$ cat src/include/cmp_out_pkg.sv
// Purpose: constants for the comparator output control block
// Assumes: byte-wide register port, one clock
// Notes:   bit positions and reset value of the control register
package cmp_out_pkg;
    localparam logic [19:0] OCR_ADDR      = 20'hfff62;
    localparam logic [7:0]  OCR_RESET     = 8'h00;
    localparam logic [7:0]  OCR_WMASK     = 8'hf7;
    localparam int          SPEED_BIT     = 7;
    localparam int          C1_POL_BIT    = 6;
    localparam int          C1_OE_BIT     = 5;
    localparam int          C1_IE_BIT     = 4;
    localparam int          C0_POL_BIT    = 2;
    localparam int          C0_OE_BIT     = 1;
    localparam int          C0_IE_BIT     = 0;
    localparam logic [1:0]  EDGE_RISE     = 2'h0;
    localparam logic [1:0]  EDGE_FALL     = 2'h1;
endpackage

$ cat src/design/cmp_channel.sv
// Purpose: one comparator channel: pin drive and edge interrupt
// Assumes: result already synchronised by the caller
// Notes:   edge select follows the filter register outside
`timescale 1ns/1ps
module cmp_channel
    import cmp_out_pkg::*;
(
    input  wire logic       clk,        // clock
    input  wire logic       rst,        // sync reset
    input  wire logic       result,     // synchronised compare result
    input  wire logic [1:0] edge_sel,   // {both, falling}
    input  wire logic       pol,        // invert pin
    input  wire logic       oe,         // pin enable
    input  wire logic       ie,         // irq enable
    output logic            pin_o,      // pin level
    output logic            pin_oe,     // pin enable
    output logic            irq         // one-cycle request
);
    logic prev_r;
    logic pin_r, oe_r, irq_r;
    logic prev_nxt, pin_nxt, oe_nxt, irq_nxt;
    logic rise, fall, hit;

    always_comb begin
        rise     = result & ~prev_r;
        fall     = ~result & prev_r;
        hit      = edge_sel[1] ? (rise | fall)
                 : (edge_sel == EDGE_FALL) ? fall : rise;
        prev_nxt = result;
        pin_nxt  = result ^ pol;
        oe_nxt   = oe;
        irq_nxt  = ie & hit;
    end

    always_ff @(posedge clk) begin
        if (rst) begin
            prev_r <= 1'b0;
            pin_r  <= 1'b0;
            oe_r   <= 1'b0;
            irq_r  <= 1'b0;
        end else begin
            prev_r <= prev_nxt;
            pin_r  <= pin_nxt;
            oe_r   <= oe_nxt;
            irq_r  <= irq_nxt;
        end
    end

    assign pin_o  = pin_r;
    assign pin_oe = oe_r;
    assign irq    = irq_r;
endmodule

$ cat src/design/comparator_output_control.sv
// Functional notes
// - any reset clears the control register to zero
// - register takes byte writes and single-bit manipulations
// - bit 7 picks shared response speed: 0 low, 1 high
// - bits 6 and 2 invert comparator 1 and 0 pin outputs
// - bits 5 and 1 enable driving comparator 1 and 0 pins
// - bits 4 and 0 gate comparator 1 and 0 interrupt requests
// - enabled request fires on the chosen edge of the result
//
// Purpose: control register for two comparators, pin and irq gating
// Assumes: byte port with write strobe and per-bit write mask
// Notes:   results arrive asynchronously and are double flopped
`timescale 1ns/1ps
module comparator_output_control
    import cmp_out_pkg::*;
(
    input  wire logic       CLK,            // 50 MHz clock
    input  wire logic       RST,            // sync reset, high
    input  wire logic [19:0] ADDR,          // register address
    input  wire logic       WR,             // write strobe
    input  wire logic [7:0] WMASK,          // bits touched by write
    input  wire logic [7:0] WDATA,          // write data
    output logic      [7:0] RDATA,          // read data, registered
    input  wire logic [1:0] CMP_RESULT,     // raw compare results
    input  wire logic [1:0] CMP_RUN,        // operation enable per cmp
    input  wire logic [3:0] EDGE_SEL,       // {c1 both,fall,c0 both,fall}
    output logic            SPEED_HIGH,     // response speed select
    output logic [1:0]      RESULT_PIN,     // pin levels
    output logic [1:0]      RESULT_PIN_OE,  // pin drive enables
    output logic [1:0]      DETECT_IRQ      // one-cycle requests
);
    logic [7:0] ocr_r, ocr_nxt;
    logic [7:0] rd_r, rd_nxt;
    logic [1:0] sync1_r, sync2_r;
    logic       spd_r, spd_nxt;

    // ==========================================================
    // address decode
    // ==========================================================
    // shared by the write path, the read path and the checks
    function automatic logic ocr_hit(input logic [19:0] a);
        return (a == OCR_ADDR);
    endfunction

    // ==========================================================
    // register
    // ==========================================================
    always_comb begin
        ocr_nxt = ocr_r;
        if (WR && ocr_hit(ADDR))
            ocr_nxt = (ocr_r & ~WMASK) | (WDATA & WMASK);
        ocr_nxt = ocr_nxt & OCR_WMASK;
        rd_nxt  = ocr_hit(ADDR) ? ocr_r : 8'h00;
        spd_nxt = ocr_r[SPEED_BIT];
    end

    always_ff @(posedge CLK) begin
        if (RST) begin
            ocr_r   <= OCR_RESET;
            rd_r    <= 8'h00;
            spd_r   <= 1'b0;
            sync1_r <= 2'h0;
            sync2_r <= 2'h0;
        end else begin
            ocr_r   <= ocr_nxt;
            rd_r    <= rd_nxt;
            spd_r   <= spd_nxt;
            sync1_r <= CMP_RESULT;
            sync2_r <= sync1_r;
        end
    end

    assign RDATA      = rd_r;
    assign SPEED_HIGH = spd_r;

    // ==========================================================
    // channels
    // ==========================================================
    // per channel pin and irq
    cmp_channel u_ch0 (
        .clk      (CLK),
        .rst      (RST),
        .result   (sync2_r[0]),
        .edge_sel (EDGE_SEL[1:0]),
        .pol      (ocr_r[C0_POL_BIT]),
        .oe       (ocr_r[C0_OE_BIT]),
        .ie       (ocr_r[C0_IE_BIT]),
        .pin_o    (RESULT_PIN[0]),
        .pin_oe   (RESULT_PIN_OE[0]),
        .irq      (DETECT_IRQ[0])
    );
    cmp_channel u_ch1 (
        .clk      (CLK),
        .rst      (RST),
        .result   (sync2_r[1]),
        .edge_sel (EDGE_SEL[3:2]),
        .pol      (ocr_r[C1_POL_BIT]),
        .oe       (ocr_r[C1_OE_BIT]),
        .ie       (ocr_r[C1_IE_BIT]),
        .pin_o    (RESULT_PIN[1]),
        .pin_oe   (RESULT_PIN_OE[1]),
        .irq      (DETECT_IRQ[1])
    );

    // ==========================================================
    // checks
    // ==========================================================
    property p_reset_zero;
        @(posedge CLK) RST |=> (ocr_r == 8'h00);
    endproperty
    a_reset_zero: assert property (p_reset_zero)
        else $error("register not cleared by reset");

    property p_bit_write;
        @(posedge CLK) disable iff (RST)
        (WR && ADDR == OCR_ADDR && WMASK == 8'h01)
        |=> (ocr_r[7:1] == $past(ocr_r[7:1]));
    endproperty
    a_bit_write: assert property (p_bit_write)
        else $error("single-bit write disturbed other bits");

    property p_speed;
        @(posedge CLK) disable iff (RST)
        1 |=> (SPEED_HIGH == $past(ocr_r[SPEED_BIT]));
    endproperty
    a_speed: assert property (p_speed)
        else $error("speed output does not follow bit 7");

    property p_speed_idle;
        @(posedge CLK) disable iff (RST)
        $changed(ocr_r[SPEED_BIT]) |-> ($past(CMP_RUN) == 2'h0);
    endproperty
    a_speed_idle: assert property (p_speed_idle)
        else $error("speed changed while comparator running");

    property p_pol;
        @(posedge CLK) disable iff (RST)
        1 |=> (RESULT_PIN[0] == ($past(sync2_r[0]) ^ $past(ocr_r[2])));
    endproperty
    a_pol: assert property (p_pol)
        else $error("pin 0 polarity wrong");

    property p_oe;
        @(posedge CLK) disable iff (RST)
        1 |=> (RESULT_PIN_OE[1] == $past(ocr_r[C1_OE_BIT]));
    endproperty
    a_oe: assert property (p_oe)
        else $error("pin 1 enable wrong");

    property p_irq_gate;
        @(posedge CLK) disable iff (RST)
        !$past(ocr_r[C0_IE_BIT]) |-> !DETECT_IRQ[0];
    endproperty
    a_irq_gate: assert property (p_irq_gate)
        else $error("irq 0 passed while disabled");

    property p_both_edge;
        @(posedge CLK) disable iff (RST)
        (ocr_r[C1_IE_BIT] && EDGE_SEL[3] && $changed(sync2_r[1])
         && !$past(RST)) |=> DETECT_IRQ[1];
    endproperty
    a_both_edge: assert property (p_both_edge)
        else $error("irq 1 missed on edge");

    property p_bit3;
        @(posedge CLK) disable iff (RST) ocr_r[3] == 1'b0;
    endproperty
    a_bit3: assert property (p_bit3)
        else $error("bit 3 not zero");

    property p_reset_out;
        @(posedge CLK) RST |=> (DETECT_IRQ == 2'h0 && RESULT_PIN_OE == 2'h0
                                && !SPEED_HIGH && RDATA == 8'h00);
    endproperty
    a_reset_out: assert property (p_reset_out)
        else $error("outputs not cleared by reset");

    property p_byte_write;
        @(posedge CLK) disable iff (RST)
        (WR && ocr_hit(ADDR) && WMASK == 8'hff)
        |=> (ocr_r == ($past(WDATA) & OCR_WMASK));
    endproperty
    a_byte_write: assert property (p_byte_write)
        else $error("byte write did not land");

    // the read port answers one cycle after the address
    property p_read;
        @(posedge CLK) disable iff (RST)
        ($past(ADDR) == OCR_ADDR) |-> (RDATA == $past(ocr_r));
    endproperty
    a_read: assert property (p_read)
        else $error("read data does not show register");

    property p_read_other;
        @(posedge CLK) disable iff (RST)
        ($past(ADDR) != OCR_ADDR) |-> (RDATA == 8'h00);
    endproperty
    a_read_other: assert property (p_read_other)
        else $error("read data not zero off address");

    property p_pol1;
        @(posedge CLK) disable iff (RST)
        1 |=> (RESULT_PIN[1]
               == ($past(sync2_r[1]) ^ $past(ocr_r[C1_POL_BIT])));
    endproperty
    a_pol1: assert property (p_pol1)
        else $error("pin 1 polarity wrong");

    property p_oe0;
        @(posedge CLK) disable iff (RST)
        1 |=> (RESULT_PIN_OE[0] == $past(ocr_r[C0_OE_BIT]));
    endproperty
    a_oe0: assert property (p_oe0)
        else $error("pin 0 enable wrong");

    property p_irq_gate1;
        @(posedge CLK) disable iff (RST)
        !$past(ocr_r[C1_IE_BIT]) |-> !DETECT_IRQ[1];
    endproperty
    a_irq_gate1: assert property (p_irq_gate1)
        else $error("irq 1 passed while disabled");

    property p_rise0;
        @(posedge CLK) disable iff (RST)
        (ocr_r[C0_IE_BIT] && EDGE_SEL[1:0] == EDGE_RISE
         && $rose(sync2_r[0]) && !$past(RST)) |=> DETECT_IRQ[0];
    endproperty
    a_rise0: assert property (p_rise0)
        else $error("irq 0 missed on rising edge");

    property p_fall0;
        @(posedge CLK) disable iff (RST)
        (ocr_r[C0_IE_BIT] && EDGE_SEL[1:0] == EDGE_FALL
         && $fell(sync2_r[0]) && !$past(RST)) |=> DETECT_IRQ[0];
    endproperty
    a_fall0: assert property (p_fall0)
        else $error("irq 0 missed on falling edge");

    // a request without a result change would be a false edge
    property p_irq_cause1;
        @(posedge CLK) disable iff (RST)
        DETECT_IRQ[1] |-> ($past(sync2_r[1]) != $past(sync2_r[1], 2));
    endproperty
    a_irq_cause1: assert property (p_irq_cause1)
        else $error("irq 1 raised without an edge");
endmodule

$ cat config.mk
export PLATFORM = sky130hd
export DESIGN_NAME = comparator_output_control
export DESIGN_NICKNAME = d
export VERILOG_FILES = /design/src/include/cmp_out_pkg.sv /design/src/design/cmp_channel.sv /design/src/design/comparator_output_control.sv
export SDC_FILE = /design/constraint.sdc
export NUM_CORES = 1
export LEC_CHECK = 0
export ABC_AREA = 0
export BUFFER_PORTS_ARGS = -buffer_cell sky130_fd_sc_hd__buf_2
export CAP_MARGIN = 40
export CELL_PAD_IN_SITES_DETAIL_PLACEMENT = 1
export CELL_PAD_IN_SITES_GLOBAL_PLACEMENT = 1
export CORE_ASPECT_RATIO = 1.75
export CORE_MARGIN = 2
export CORE_UTILIZATION = 27
export CTS_CLUSTER_SIZE = 30
export DETAILED_ROUTE_END_ITERATION = 8
export HOLD_SLACK_MARGIN = 0.12
export PLACE_DENSITY = 0.73
export SLEW_MARGIN = 10
export SYNTH_ARGS = -nofsm -noshare
export SYNTH_HDL_FRONTEND = slang
export SYNTH_HIERARCHICAL = 1
export SYNTH_SLANG_ARGS = --single-unit
$ cat constraint.sdc
create_clock -name CLK -period 1.7 [get_ports CLK]
set_input_delay 0 -clock CLK [delete_from_list [all_inputs] [get_ports CLK]]
set_output_delay 0 -clock CLK [all_outputs]
set_load 0.01 [all_outputs]
==> results of run 1 <==
[cell type report]
type | instances | area, um2
clock buffers | 4 | 45.0
fillers | 474 | 2260
inverters | 14 | 52.6
multi-input cells | 66 | 462
flip-flops and latches | 27 | 541
well taps | 48 | 60.1
repair buffers | 73 | 445
[per-layer routing]
layer	share of wire, %	global-route usage, %	vias up
li1	-	-	512
met1	38	13.0	451
met2	55	23.8	44
met3	6.1	0.853	2
met4	1.4	4.31	0
met5	0	0	-
[what timing repair did]
item / CTS / global route
resized for setup: 0 / 0
setup buffers: 0 / 0
hold buffers: 15 / 0
hold endpoints to repair: 12 / 0
endpoints found under the setup margin: 0 / 0
[worst max path at each step]
stage	endpoint	startpoint	slack, ns
after global routing	flip-flop	ADDR[2]	0.01
after detailed placement	flip-flop	ADDR[2]	-0.18
after CTS	flip-flop	ADDR[2]	0.09
after global placement	flip-flop	ADDR[2]	-0.08
after floorplan	flip-flop	ADDR[2]	0.06
final	flip-flop	ADDR[2]	0.08
[power by group through the flow]
stage               clock, mW  sequential [mW]  combinational [mW]
finish                  0.348            0.642               0.115
global route            0.378            0.643               0.128
CTS                     0.362            0.642               0.115
detailed placement          0            0.657              0.0897
global placement            0            0.657              0.0848
floorplan                   0            0.657              0.0301
[kinds of logic (layout without fill, tap and decap cells)]
kind of cell | after synthesis | after routing | share of synthesized area (%)
AOI/OAI and AO/OA | 14 | 14 | 7.64
xor gates and xnor gates | 2 | 2 | 1.62
adders and majority gates | 4 | 4 | 4.63
buffers and inverters | 18 | 91 | 7.29
DFF | 27 | 27 | 50.0
muxes | 3 | 3 | 3.01
other | 1 | 1 | 0.347
and+or+nand+nor | 42 | 42 | 25.5
[stage by stage]
stage,cells,hold WS [ns],setup TNS [ns],power (mW)
detailed placement,213,0.224,-1.18,0.747
floorplan,111,0.0667,0,0.687
CTS,232,0.130,0,1.12
global placement,213,0.212,-0.507,0.741
finish,232,0.129,0,1.11
global route,232,0.142,0,1.15
[placed cells by master, fill, tap and decap left out, types with 2 or more instances in the layout]
cell type,synthesis,routed
dlygate4sd3_1,0,15
nand3_1,6,6
buf_4,1,2
nor3_1,2,2
mux2_1,2,2
ha_1,4,4
o21ai_0,6,6
o2111a_1,2,2
buf_2,0,56
or3_2,4,4
clkbuf_8,0,3
nand4_1,3,3
and2_1,6,6
nand2b_1,2,2
nor2b_1,6,6
nor2_1,4,4
or3_1,2,2
nand2_1,2,2
dfxtp_1,27,27
a21oi_1,6,6
inv_1,14,14
xnor2_1,2,2
[critical path, cell delays in order]
cell     delay [ns]
buf_2          0.09
or4b_1         0.56
or4_4          0.50
or3_2          0.48
a21oi_1        0.17
==> impl_metrics.csv, run 1 <==
group,metric,value,unit
finish,antenna_cells,0,
clock_network,cts_root_buf,"clkbuf_8",
critical_path,crit_required,1.89,ns
synth,synth_warnings,6,
synth,synth.ff_latch_count,27,
hold_path,hp-start,"WMASK[4]",
clock_network,cts_tree,"yes",
critical_path,r2r_slack,0.40,ns
critical_path,cp.arrival,1.80,ns
power_and_ir_drop,leakage,0.764,nW
synth,postSynth.asyncResetShare,0,%
timing,period_needed,1.62,ns
synth,syn_nets,162,
grt,overflow,0,
clock_network,cts_sinks,27,
critical_path,ff2ff_path_depth,4,
floorplan,ios,62,
grt,grt_pass1_wl,4280,um
timing,worst_slack,0.0847,ns
timing,slew_viol_final,0,
drt,drtAntennaViolNets,0,
place,port_buffers,56,
place,dp_slack,-0.184,ns
critical_path,cp-end-kind,"flip-flop",
power_and_ir_drop,switching_share,20.7,%
hold_path,min_path_cells,4,
synth,synth_area_leaders,"dfxtp_1 (50%), inv_1 (4.9%), ha_1 (4.6%)",
synth,netlist_area,1080,um2
floorplan,dieArea,4550,um2
critical_path,r2r_end,"u_ch1/irq$_SDFF_PP0_",
power_and_ir_drop,power_frac_comb,10.4,%
power_and_ir_drop,ir_worst_vdd,0.000434,V
power_and_ir_drop,clkPwrFrac,31.5,%
floorplan,coreArea,3870,um2
grt,antenna_found_initial,0,
finish,area_delta_synth_final,48.5,%
finish,postLayoutCellArea,1610,um2
timing,rsz0062_at_grt,"no",
power_and_ir_drop,p_int,0.877,mW
clock_network,cts_buffers,3,
clock_network,insertion_delay,0.26,ns
drt,drt_iter0_markers,5,
drt,wl,2670,um
floorplan,die_h,87.7,um
critical_path,crit_type,"input pin to flip-flop",
grt,grt_pass1_vias,1017,
timing,finalCritPeriodShare,95.0,%
hold_path,min_path_type,"input pin to flip-flop",
synth,post-synth-top-count-cell,"dfxtp_1",
synth,syn_avg_cell_area,9.74,um2
floorplan,initial_core_util,28.0,%
critical_path,setup.worst_path.start_class,"input pin",
drt,wl_per_cell,11.5,um
synth,ys_top_cells_by_count,"dfxtp_1 (27), inv_1 (14)",
place,place.gp.congestion,0.714,
timing,timing.fmax,619,MHz
grt,grt_usage,12.2,%
finish,final_core_util,41.5,%
synth,yosysTopAreaCellShare,50.0,%
critical_path,cp_max_fo,12,
synth,yosysSeqAreaShare,50.0,%
drt,firstDrtPassIters,2,
synth,netlist_instances,111,
drt,drc_errors,0,
power_and_ir_drop,powerDensity,688,nW/um2
synth,ys.flop_type,"dfxtp_1",
finish,final_nets,236,
finish,drive_above_1_share,36.4,%
synth,yosys.area.top_type,"dfxtp_1",
timing,skew,0.00310,ns
status,status,"complete, no violations",
drt,vias,1009,
clock_network,cts.clk_slew.worst_paths,0.09,ns
clock_network,htreeDepth,1,
place,placedInstanceArea,1410,um2
flow_run,cap_violations,0,
power_and_ir_drop,seq_power_share,58.1,%
critical_path,r2r_start,"sync2_r[1]$_SDFF_PP0_",
grt,grt_max_degree,22,
floorplan,rows,30,
power_and_ir_drop,p_switching,0.228,mW
timing,hold_violations,0,
synth,synth_edf_count,0,
timing,setup_violations,0,
clock_network,cts_buffer_depth,2,
place,hpwlAfterDp,2090,um
floorplan,die_x,51.8,um
synth,ys_types,28,
drt,via_per_inst,4.35,
Power figures use the tool's default switching activity.
==> run 2, diff against run 1 <==
--- a/config.mk
+++ b/config.mk
@@ -17,6 +17,7 @@
 export DETAILED_ROUTE_END_ITERATION = 8
 export HOLD_SLACK_MARGIN = 0.12
 export PLACE_DENSITY = 0.73
+export RECOVER_POWER = 100
 export SLEW_MARGIN = 10
 export SYNTH_ARGS = -nofsm -noshare
 export SYNTH_HDL_FRONTEND = slang
==> run 2 against run 1 <==
Design area down 1.5%. Global-route usage unchanged. Hold slack about the same. Final cell count unchanged. Critical path depth unchanged. Sequential power about the same. Register-to-register slack about the same. Highest routed layer unchanged. Setup slack about the same. Die area unchanged. Largest cell class unchanged. Core utilization down 0.61 points. Count of clock-buffer cells in the layout unchanged.
==> impl_metrics.csv, run 2 (synthesis gave the netlist of run 1 again) <==
group,metric,value,unit
power_and_ir_drop,power_frac_comb,10.4,%
clock_network,htreeDepth,1,
drt,drc_errors,0,
clock_network,cts_resized,0,
power_and_ir_drop,powerDensity,698,nW/um2
finish,area_delta_synth_final,46.3,%
power_and_ir_drop,fin_total_pwr,1.10,mW
clock_network,cts_root_buf,"clkbuf_8",
flow_run,cap_violations,0,
drt,drt_iter0_markers,10,
critical_path,setup.worst_path.start_class,"input pin",
timing,hold_violations,0,
floorplan,initial_core_util,28.0,%
critical_path,crit_start,"ADDR[2]",
power_and_ir_drop,p_int,0.877,mW
timing,skew,0.00322,ns
floorplan,rows,30,
place,hpwlAfterDp,2090,um
finish,final_cell_mix,"buf_2 (42), dfxtp_1 (27), clkbuf_1 (16), dlygate4sd3_1 (15), inv_1 (14)",
grt,grt_max_degree,22,
grt,grt_pass1_vias,1017,
finish,final_common_cell,"buf_2",
power_and_ir_drop,seq_power_share,58.1,%
timing,period_needed,1.62,ns
timing,finalCritPeriodShare,95.0,%
critical_path,cp-end-kind,"flip-flop",
floorplan,die_x,51.8,um
drt,firstDrtPassIters,2,
timing,setup_violations,0,
floorplan,dieArea,4550,um2
floorplan,coreArea,3870,um2
finish,final_nets,236,
clock_network,cts.clk_slew.worst_paths,0.09,ns
clock_network,cts_buffer_depth,2,
power_and_ir_drop,switching_share,20.7,%
floorplan,die_h,87.7,um
timing,whs,0.129,ns
hold_path,hp-start,"WMASK[4]",
critical_path,cp.arrival,1.80,ns
timing,slew_viol_final,0,
critical_path,crit_required,1.89,ns
finish,final_core_util,40.9,%
critical_path,r2r_start,"sync2_r[1]$_SDFF_PP0_",
timing,worst_slack,0.0850,ns
grt,antenna_found_initial,0,
finish,drive_above_1_share,28.3,%
power_and_ir_drop,p_switching,0.228,mW
drt,wl,2690,um
clock_network,insertion_delay,0.26,ns
clock_network,cts_sinks,27,
grt,grt_usage,12.2,%
timing,rsz0062_at_grt,"no",
grt,grt_pass1_wl,4280,um
status,status,"complete, no violations",
drt,vias,1009,
finish,antenna_cells,0,
drt,drtAntennaViolNets,0,
floorplan,ios,62,
hold_path,min_path_type,"input pin to flip-flop",
power_and_ir_drop,leakage,0.697,nW
critical_path,cp_max_fo,12,
grt,overflow,0,
place,dp_slack,-0.184,ns
clock_network,cts_tree,"yes",
place,port_buffers,56,
power_and_ir_drop,ir_worst_vdd,0.000432,V
drt,via_per_inst,4.35,
clock_network,cts_buffers,3,
timing,setup_tns,0,ns
drt,wl_per_cell,11.6,um
timing,timing.fmax,619,MHz
power_and_ir_drop,clkPwrFrac,31.5,%
place,place.gp.congestion,0.714,
critical_path,crit_type,"input pin to flip-flop",
run 2: repair_timing:
| action | 4_1_cts | 5_1_grt |
|---|---|---|
| buffers inserted | 0 | 0 |
| hold endpoints to repair | 12 | 0 |
| hold buffers | 15 | 0 |
run 2: worst max-delay path: stages:
cell	delay, ns
buf_2	0.09
or4b_1	0.56
or4_4	0.50
or3_2	0.48
a21oi_1	0.17
run 2: worst paths after layout:
path | end | slack, ns | cells after the start
hold reg to reg | sync2_r[0]$_SDFF_PP0_ | 0.45 | 1
hold / removal | flip-flop | 0.13 | 4
setup reg to reg | u_ch1/irq$_SDFF_PP0_ | 0.40 | 4
setup / recovery | flip-flop | 0.08 | 5
run 2: metrics by stage:
stage / instances / cell area [um2]
after floorplan: 111 / 1080
after global placement: 213 / 1410
after detailed placement: 213 / 1410
after CTS: 232 / 1610
after global routing: 232 / 1580
final: 232 / 1580
run 2: metal layers:
layer | wire length, um | vias to the layer above | GRT usage [%]
li1 | - | 512 | -
met1 | 1010 | 451 | 13.0
met2 | 1460 | 44 | 23.8
met3 | 179 | 2 | 0.853
met4 | 38 | 0 | 4.31
met5 | 0 | - | 0
run 2: layout make-up:
cell class	instances	area [um2]
multi-input cells	66	462
repair buffers	73	422
inverters	14	52.6
fillers	484	2280
clock buffers	4	45.0
well taps	48	60.1
flip-flops and latches	27	541
run 2: power groups by stage:
stage / clock network [mW] / registers [mW] / logic, mW
after floorplan: 0 / 0.657 / 0.0301
after global placement: 0 / 0.657 / 0.0848
after detailed placement: 0 / 0.657 / 0.0897
after CTS: 0.362 / 0.642 / 0.115
after global routing: 0.378 / 0.643 / 0.127
final: 0.348 / 0.642 / 0.114
